<file path="src/anpsel_pkg.sv">
// Constants, types and register map of the shared alarm / negative rail / LCV pin selector
package anpsel_pkg;

	// ----------------------------------------------------------------
	// Widths
	// ----------------------------------------------------------------
	localparam int unsigned ADDR_W = 12;
	localparam int unsigned DATA_W = 32;
	localparam int unsigned CNT_W = 16;
	localparam int unsigned PIN_W = 11;

	// ----------------------------------------------------------------
	// Register byte offsets
	// ----------------------------------------------------------------
	localparam logic [11:0] OFF_CTRL = 12'h000;
	localparam logic [11:0] OFF_STATUS = 12'h004;
	localparam logic [11:0] OFF_MASK = 12'h008;
	localparam logic [11:0] OFF_LCV_CNT = 12'h00C;
	localparam logic [11:0] OFF_EXZ_CNT = 12'h010;
	localparam logic [11:0] OFF_PIN_STATE = 12'h014;

	// ----------------------------------------------------------------
	// Field positions
	// ----------------------------------------------------------------
	localparam int unsigned CTRL_TB_EN_BIT = 0;
	localparam int unsigned CTRL_MODE_LSB = 1;
	localparam int unsigned CTRL_EDGE_BIT = 3;
	localparam int unsigned EVT_AIS_BIT = 0;
	localparam int unsigned EVT_LCV_BIT = 1;
	localparam int unsigned EVT_EXZ_BIT = 2;

	// ----------------------------------------------------------------
	// Modes, roles and carriers
	// ----------------------------------------------------------------
	typedef enum logic [1:0] {
		MODE_STS1 = 2'h0,
		MODE_SINGLE = 2'h1,
		MODE_DUAL = 2'h2
	} anpsel_mode_e;

	typedef enum logic [1:0] {
		ROLE_UNUSED,
		ROLE_ALARM,
		ROLE_LCV,
		ROLE_NEG
	} anpsel_role_e;

	// Packed so that the struct image is the CTRL register image
	typedef struct packed {
		logic edge_fall;
		anpsel_mode_e mode;
		logic tb_en;
	} anpsel_ctrl_s;

	typedef struct packed {
		logic exz;
		logic lcv;
		logic ais;
	} anpsel_evt_s;

	// ----------------------------------------------------------------
	// Reset values and counts
	// ----------------------------------------------------------------
	localparam logic [3:0] CTRL_RST = 4'h0;
	localparam logic [2:0] EVT_RST = 3'h0;
	localparam logic [2:0] MASK_RST = 3'h0;
	// One STS-1 frame of bus bytes without the strobe ends the defect
	localparam logic [9:0] AIS_CLR_BYTES = 10'h32A;

endpackage

</file>
<file path="src/anpsel_sync.sv">
// Two-flop synchroniser for a group of pins
`timescale 1ns/1ps
module anpsel_sync #(
	parameter int unsigned WIDTH = 1
) (
	input wire logic clk_i,
	input wire logic rst_n_i,
	input wire logic ce_i,
	input wire logic [WIDTH-1:0] d_i,
	output logic [WIDTH-1:0] q_o
);

	logic [WIDTH-1:0] meta_q;

	// First stage feeds only the second stage
	always_ff @(posedge clk_i) begin
		if (!rst_n_i) begin
			meta_q <= '0;
			q_o <= '0;
		end else if (ce_i) begin
			meta_q <= d_i;
			q_o <= meta_q;
		end
	end

endmodule

</file>
<file path="src/anpsel_top.sv">
// Function select and receive handling of the shared channel-0 alarm / neg rail / LCV pin
`timescale 1ns/1ps
module anpsel_top import anpsel_pkg::*; (
	input wire logic core_clk_i,
	input wire logic rst_n_i,
	input wire logic ce_i,
	input wire logic psel_i,
	input wire logic penable_i,
	input wire logic pwrite_i,
	input wire logic [ADDR_W-1:0] paddr_i,
	input wire logic [DATA_W-1:0] pwdata_i,
	output logic [DATA_W-1:0] prdata_o,
	output logic pready_o,
	output logic pslverr_o,
	input wire logic shared_pin_i,
	input wire logic rx_line_clock_in_i,
	input wire logic tx_bus_clock_i,
	input wire logic [7:0] tx_bus_data_in_i,
	output logic ais_p_defect_o,
	output logic neg_rail_data_o,
	output logic neg_rail_valid_o,
	output logic lcv_event_o,
	output logic irq_o
);

	// ----------------------------------------------------------------
	// Declarations
	// ----------------------------------------------------------------
	logic [PIN_W-1:0] pins_raw;
	logic [PIN_W-1:0] pins_s;
	logic pin_s;
	logic line_clk_s;
	logic tx_clk_s;
	logic [7:0] tx_data_s;
	logic line_clk_q;
	logic tx_clk_q;
	logic line_stb;
	logic tx_stb;
	anpsel_ctrl_s ctrl_q;
	anpsel_role_e role_q;
	anpsel_evt_s status_q;
	anpsel_evt_s mask_q;
	anpsel_evt_s evt_set;
	logic [7:0] tx_byte_q;
	logic [9:0] quiet_cnt_q;
	logic ais_q;
	logic lcv_prev_q;
	logic [CNT_W-1:0] lcv_cnt_q;
	logic [CNT_W-1:0] exz_cnt_q;
	logic neg_data_q;
	logic neg_valid_q;
	logic lcv_evt_q;
	logic irq_q;
	logic apb_acc;
	logic apb_wr;
	logic [DATA_W-1:0] rdata_c;
	logic hit_c;
	logic [DATA_W-1:0] prdata_q;
	logic pready_q;
	logic pslverr_q;
	logic lcv_hit;
	logic exz_hit;
	logic ais_evt;

	function automatic logic [CNT_W-1:0] cnt_next(input logic [CNT_W-1:0] c, input logic clr,
		input logic hit);
		cnt_next = (clr ? '0 : c) + {{(CNT_W-1){1'b0}}, hit};
	endfunction

	// ----------------------------------------------------------------
	// Pin synchronisation and edge finding
	// ----------------------------------------------------------------
	assign pins_raw = {tx_bus_data_in_i, tx_bus_clock_i, rx_line_clock_in_i, shared_pin_i};

	anpsel_sync #(.WIDTH(PIN_W)) u_sync (
		.clk_i(core_clk_i),
		.rst_n_i(rst_n_i),
		.ce_i(ce_i),
		.d_i(pins_raw),
		.q_o(pins_s)
	);

	assign pin_s = pins_s[0];
	assign line_clk_s = pins_s[1];
	assign tx_clk_s = pins_s[2];
	assign tx_data_s = pins_s[10:3];

	always_ff @(posedge core_clk_i) begin
		if (!rst_n_i) begin
			line_clk_q <= 1'b0;
			tx_clk_q <= 1'b0;
		end else if (ce_i) begin
			line_clk_q <= line_clk_s;
			tx_clk_q <= tx_clk_s;
		end
	end

	// Pin and clocks share one synchroniser, so data seen at an edge keep their alignment
	assign line_stb = ctrl_q.edge_fall ? (line_clk_q & ~line_clk_s)
		: (line_clk_s & ~line_clk_q);
	assign tx_stb = tx_clk_s & ~tx_clk_q;

	// ----------------------------------------------------------------
	// Role selection
	// ----------------------------------------------------------------
	always_ff @(posedge core_clk_i) begin
		if (!rst_n_i) begin
			role_q <= ROLE_UNUSED;
		end else if (ce_i) begin
			if (ctrl_q.tb_en) begin
				role_q <= ROLE_ALARM;
			end else begin
				case (ctrl_q.mode)
					MODE_SINGLE: role_q <= ROLE_LCV;
					MODE_DUAL: role_q <= ROLE_NEG;
					default: role_q <= ROLE_UNUSED;
				endcase
			end
		end
	end

	// ----------------------------------------------------------------
	// Telecom bus alarm strobe
	// ----------------------------------------------------------------
	assign ais_evt = (role_q == ROLE_ALARM) && tx_stb && pin_s;

	always_ff @(posedge core_clk_i) begin
		if (!rst_n_i) begin
			tx_byte_q <= 8'h00;
			quiet_cnt_q <= 10'h000;
			ais_q <= 1'b0;
		end else if (ce_i) begin
			if (role_q != ROLE_ALARM) begin
				quiet_cnt_q <= 10'h000;
				ais_q <= 1'b0;
			end else if (tx_stb) begin
				tx_byte_q <= tx_data_s;
				if (pin_s) begin
					ais_q <= 1'b1;
					quiet_cnt_q <= 10'h000;
				end else if (ais_q) begin
					if (quiet_cnt_q == AIS_CLR_BYTES - 10'h001) begin
						ais_q <= 1'b0;
						quiet_cnt_q <= 10'h000;
					end else begin
						quiet_cnt_q <= quiet_cnt_q + 10'h001;
					end
				end
			end
		end
	end

	// ----------------------------------------------------------------
	// Line side: LCV counting and negative rail
	// ----------------------------------------------------------------
	// A high sample after a low is a code violation; each further high in a run is excessive zeros
	assign lcv_hit = (role_q == ROLE_LCV) && line_stb && pin_s && !lcv_prev_q;
	assign exz_hit = (role_q == ROLE_LCV) && line_stb && pin_s && lcv_prev_q;

	always_ff @(posedge core_clk_i) begin
		if (!rst_n_i) begin
			lcv_prev_q <= 1'b0;
			lcv_cnt_q <= '0;
			exz_cnt_q <= '0;
			lcv_evt_q <= 1'b0;
		end else if (ce_i) begin
			if (role_q != ROLE_LCV) begin
				lcv_prev_q <= 1'b0;
			end else if (line_stb) begin
				lcv_prev_q <= pin_s;
			end
			lcv_cnt_q <= cnt_next(lcv_cnt_q, apb_wr && (paddr_i == OFF_LCV_CNT), lcv_hit);
			exz_cnt_q <= cnt_next(exz_cnt_q, apb_wr && (paddr_i == OFF_EXZ_CNT), exz_hit);
			lcv_evt_q <= lcv_hit;
		end
	end

	always_ff @(posedge core_clk_i) begin
		if (!rst_n_i) begin
			neg_data_q <= 1'b0;
			neg_valid_q <= 1'b0;
		end else if (ce_i) begin
			neg_valid_q <= (role_q == ROLE_NEG) && line_stb;
			if ((role_q == ROLE_NEG) && line_stb) begin
				neg_data_q <= pin_s;
			end
		end
	end

	// ----------------------------------------------------------------
	// Status, mask and interrupt
	// ----------------------------------------------------------------
	assign evt_set = '{exz: exz_hit, lcv: lcv_hit, ais: ais_evt};

	always_ff @(posedge core_clk_i) begin
		if (!rst_n_i) begin
			status_q <= EVT_RST;
			irq_q <= 1'b0;
		end else if (ce_i) begin
			// A new event in the clearing cycle stays set
			if (apb_wr && (paddr_i == OFF_STATUS)) begin
				status_q <= (status_q & ~pwdata_i[2:0]) | evt_set;
			end else begin
				status_q <= status_q | evt_set;
			end
			irq_q <= |(status_q & mask_q);
		end
	end

	// ----------------------------------------------------------------
	// APB slave, one wait state on every access
	// ----------------------------------------------------------------
	assign apb_acc = psel_i && penable_i && !pready_q;
	assign apb_wr = psel_i && penable_i && pwrite_i && pready_q;

	always_comb begin
		rdata_c = '0;
		hit_c = 1'b1;
		if (paddr_i == OFF_CTRL) begin
			rdata_c[3:0] = ctrl_q;
		end else if (paddr_i == OFF_STATUS) begin
			rdata_c[2:0] = status_q;
		end else if (paddr_i == OFF_MASK) begin
			rdata_c[2:0] = mask_q;
		end else if (paddr_i == OFF_LCV_CNT) begin
			rdata_c[CNT_W-1:0] = lcv_cnt_q;
		end else if (paddr_i == OFF_EXZ_CNT) begin
			rdata_c[CNT_W-1:0] = exz_cnt_q;
		end else if (paddr_i == OFF_PIN_STATE) begin
			rdata_c[11:0] = {tx_byte_q, role_q, neg_data_q, ais_q};
		end else begin
			hit_c = 1'b0;
		end
	end

	always_ff @(posedge core_clk_i) begin
		if (!rst_n_i) begin
			ctrl_q <= CTRL_RST;
			mask_q <= MASK_RST;
		end else if (ce_i && apb_wr) begin
			if (paddr_i == OFF_CTRL) begin
				ctrl_q <= pwdata_i[3:0];
			end else if (paddr_i == OFF_MASK) begin
				mask_q <= pwdata_i[2:0];
			end
		end
	end

	always_ff @(posedge core_clk_i) begin
		if (!rst_n_i) begin
			pready_q <= 1'b0;
			prdata_q <= '0;
			pslverr_q <= 1'b0;
		end else if (ce_i) begin
			pready_q <= apb_acc;
			prdata_q <= (apb_acc && !pwrite_i) ? rdata_c : '0;
			pslverr_q <= apb_acc && !hit_c;
		end
	end

	assign prdata_o = prdata_q;
	assign pready_o = pready_q;
	assign pslverr_o = pslverr_q;
	assign ais_p_defect_o = ais_q;
	assign neg_rail_data_o = neg_data_q;
	assign neg_rail_valid_o = neg_valid_q;
	assign lcv_event_o = lcv_evt_q;
	assign irq_o = irq_q;
endmodule

</file>
<file path="config.mk">
export PLATFORM = sky130hd
export DESIGN_NAME = anpsel_top
export DESIGN_NICKNAME = d
export VERILOG_FILES = /design/src/anpsel_pkg.sv /design/src/anpsel_sync.sv /design/src/anpsel_top.sv
export SDC_FILE = /design/constraint.sdc
export NUM_CORES = 1
export LEC_CHECK = 0
export ABC_AREA = 1
export CAP_MARGIN = 25
export CORE_AREA = 2 2 114 116
export DETAILED_ROUTE_END_ITERATION = 10
export DIE_AREA = 0 0 116 118
export DONT_BUFFER_PORTS = 1
export GPL_TIMING_DRIVEN = 0
export PLACE_DENSITY = 0.64
export RECOVER_POWER = 25
export SKIP_LAST_GASP = 1
export SLEW_MARGIN = 40
export SYNTH_ARGS = -nofsm -noshare
export SYNTH_HDL_FRONTEND = slang
export SYNTH_SLANG_ARGS = --single-unit
</file>
<file path="constraint.sdc">
create_clock -name core_clk_i -period 3 [get_ports core_clk_i]
set_input_delay 0 -clock core_clk_i [delete_from_list [all_inputs] [get_ports core_clk_i]]
set_output_delay 0 -clock core_clk_i [all_outputs]
set_load 0.05 [all_outputs]
</file>
==> impl_results.md <==
* Post-CTS Repair Setup Buffers at 0
* Met1 GRT Util at 0.298
* Critical Path AT at 2.66 ns
* Post-synthesis cell type count at 51
* Total core area at 12400 µm²
* Top cells by area, synth: dfxtp_1 (39%), nand2_1 (9.1%), nor2_1 (7.7%), o21ai_0 (6.0%), a21oi_1 (5.0%)
* Data required, critical path at ~3.3 ns
* Insertion delay to the later sink of the worst-skew pair at 0.36 ns
* Dpl hpwl at 11.2 mm
* Final setup fails at 0
* H-Tree Depth at 3
* Reg power frac at 0.517
* Initial antenna violation count at 0
* Hold/Removal Path Class: primary input to flip-flop
* Internal at 2160 µW
* First-pass GRT wire length at 24.5 mm
* Global-route usage over all layers at 0.229
* Syn Inst Count at ~790
* Clock root buffer: clkbuf_16
* Die Height at 118 µm
* Routability congestion estimate at approximately 0.89
* Critical Path Max Stage Delay at approximately 0.4 ns
* Fmax at 416 MHz
* Fin crit share at 0.801
* Status: completed
* Post-synth top flop: dfxtp_1
* Detailed Route WL at approximately 15 mm
* Initial Util at 0.456
* Met2 Use GR at 0.374
* Tightest Pin Transition at 0.685 ns
* Worst path cell trace: inv_1 > nand2_1 > nand2_1 > nor3_1 > inv_1 > nor2_1 > ha_1 > nand3_4 > nor2_1 > nand3_1 > nor2_1 > nand2_1 > nand2_1 > nor2_1
* Post-route setup slack at 0.598 ns
* Slew Viols, Final at 0
* Most frequent cells in the layout: nand2_1 (137), nor2_1 (116), dfxtp_1 (110)
* Worst Path Buf+Inv at 2
* Final setup TNS at 0 ns
* YS warnings at 0
* Final non-filler cell total at 1015
* Pwr per Cell Area at 455 nW/µm²
* Sequential area share after synthesis at 0.389
* Post_cts resized at 0
* Cell area after synthesis at 5660 µm²
* Hold path depth at 4
* Min cycle time layout at 2.40 ns
* Vias in the first global route at 4947
* RSZ-0062 raised after global routing: false
* Cell at the slowest stage of the critical path: dfxtp_1
* Worst path top cell family by delay: simple AND/OR/NAND/NOR gates
* Switching Share at 0.260
* Logic pwr share at 0.083
* Largest net degree at the start of global routing at 19
* Yosys top cell area share at 0.389
* DRT iter0 DRCs at 378
* Startpoint types: flip-flop
* Post-Syn Area per Cell at about 7.1 µm²
* Maximum vdd drop at 0.461 mV
* Ports at 100
* Worst R2R Setup Slack at 0.60 ns
* # nets final at about 910
* Leak Pwr at roughly 0.0025 µW
* CP Class: flip-flop to flip-flop
* Leading cell type in the layout, fill and taps excluded: nand2_1
* Final Hold Fails at 0
* Slew HR at 0.543
* Crit. End Element: flip-flop
* Post-synth EDFFs at 0
* Post-DRT Antenna Nets at 0
* Reg2reg start: ctrl_q[3]$_SDFFE_PN0P_
* Hold Startpoint: penable_i
* CTS buffer count at 9
* Synth Register Bits at 110
* Via-to-Cell Ratio at 5.18
* Post-synth top area cell: dfxtp_1
* 1st-pass router iterations at 5
* Vias at 5262
* CTS Buffer Depth at 2
* Psw at about 760 µW
* Die W at 116 µm
* Clock Skews at 0.00893 ns
* Hold EP: pready_o$_SDFFE_PN0P_
* ANT cells at 0
* Gr busiest metal: met2
* Met3 Use GR at 0.0582
* Pre-CTS setup slack at between 0.7 and 0.8 ns
* Drt drc at 0
* Ys async rst share at 0
* Area growth syn-to-layout at 13.2%
* Post-DR wirelength/cell at 14.6 µm
* CTS tree: done
* Clk slew on worst S/H paths at around 0.070 ns
* Share of layout cells above drive strength 1 at 0.123
* DIE AREA at 13700 µm²
* FF-to-FF path depth at 14
* Inst Count DP at just under 1000
* GRT overflow at 0
* Worst r2r dst: exz_cnt_q[15]$_SDFFE_PN0P_
* # rows at 41
* CP max FO at 4
* MaxCap Viol Count at 0
* Clk pwr share at 0.399
* Count of input and output buffers at 0
* Clk sinks at 110
## registers in the layout, summed over array words and instances, names as in the netlist, 2 cells and up
register and flops:
tx_byte_q 8, u_sync.q_o 11, exz_cnt_q 16, status_q 3, ctrl_q 4, quiet_cnt_q 10, lcv_cnt_q 16, role_q 2
u_sync.meta_q 11, prdata_o 16, mask_q 3
## cell usage after synthesis, types with 3 or more instances
master and instances:
nand3_2 4, nand2_2 10, o21ai_1 10, buf_2 3, buf_6 5, o221ai_1 3, nand4_1 13, a21oi_1 56
nand3_1 30, buf_4 18, a22oi_1 3, nor3b_1 3, nand3_4 4, o211ai_1 18, nor2_1 116, a31oi_1 3
clkbuf_1 18, inv_2 15, nor2_4 9, nor3_1 17, o21ai_0 68, buf_1 3, o21bai_1 3, inv_1 70
nor2_2 9, ha_1 7, dfxtp_1 110, nand2_1 137
## cell families (layout without fill, tap and decap cells)
kind of cell             after synthesis  after routing  synth area share
XOR/XNOR                               1              1           0.00155
adder cells (fa/ha/maj)                7              7            0.0155
buffers and inverters                133            168             0.107
flip-flops                           110            110             0.389
other                                  1             16          0.000663
AND/OR/NAND/NOR                      365            365             0.310
AO/OA/AOI/OAI                        176            176             0.176
## area by class of cell
cell class              count  area (µm²)
well taps                 172         215
flip-flops and latches    110        2200
multi-input cells         565        2910
repair buffers             19         190
plain buffers              47         284
clock buffers              11         243
clock inverters             5        42.5
inverters                  86         323
fillers                  1255        6010
## worst max-delay path by stage
stage	start	end	slack [ns]	cells past startpoint
finish	ctrl_q[3]$_SDFFE_PN0P_	exz_cnt_q[15]$_SDFFE_PN0P_	0.60	14
floorplan	pready_o$_SDFFE_PN0P_	lcv_cnt_q[9]$_SDFFE_PN0P_	0.97	13
global route	ctrl_q[3]$_SDFFE_PN0P_	exz_cnt_q[15]$_SDFFE_PN0P_	0.41	13
CTS	ctrl_q[3]$_SDFFE_PN0P_	exz_cnt_q[15]$_SDFFE_PN0P_	0.68	14
detailed placement	pready_o$_SDFFE_PN0P_	lcv_cnt_q[9]$_SDFFE_PN0P_	0.70	13
global placement	ctrl_q[3]$_SDFFE_PN0P_	exz_cnt_q[15]$_SDFFE_PN0P_	0.73	14
## per-layer routing
layer  vias up  routed length [µm]
li1       2653                   -
met1      2439                6790
met2       155                7020
met3        15                 867
met4         0                 154
met5         -                   0
## what timing repair did
action	CTS	global route
endpoints found under the hold margin	30	0
hold buffers	19	0
endpoints found under the setup margin	0	0
## power groups by stage
stage / Sequential (µW) / Clock (µW) / Combinational (µW)
finish: 1510 / 1160 / 244
global route: 1510 / 1260 / 269
CTS: 1510 / 1190 / 242
detailed placement: 1540 / 0 / 220
global placement: 1540 / 0 / 218
floorplan: 1540 / 0 / 177
## worst reg2reg max path: cells and delay by family, from the launching register on
family                     cells  cell delay (ns)
DFF                            1             0.41
and+or+nand+nor               11             1.44
buffers and inverters          2             0.19
adders and majority gates      1             0.26
## stage by stage
step | utilization | power, µW | hold WS, ns | area (µm²)
finish | 0.516 | 2920 | 0.0306 | 6400
floorplan | - | 1710 | 0.135 | 5720
global route | 0.516 | 3040 | 0.0490 | 6400
CTS | 0.516 | 2940 | 0.00888 | 6410
global placement | 0.478 | 1760 | 0.142 | 5930
detailed placement | 0.478 | 1760 | 0.142 | 5930
No activity file was read; power rests on OpenSTA's default activity.
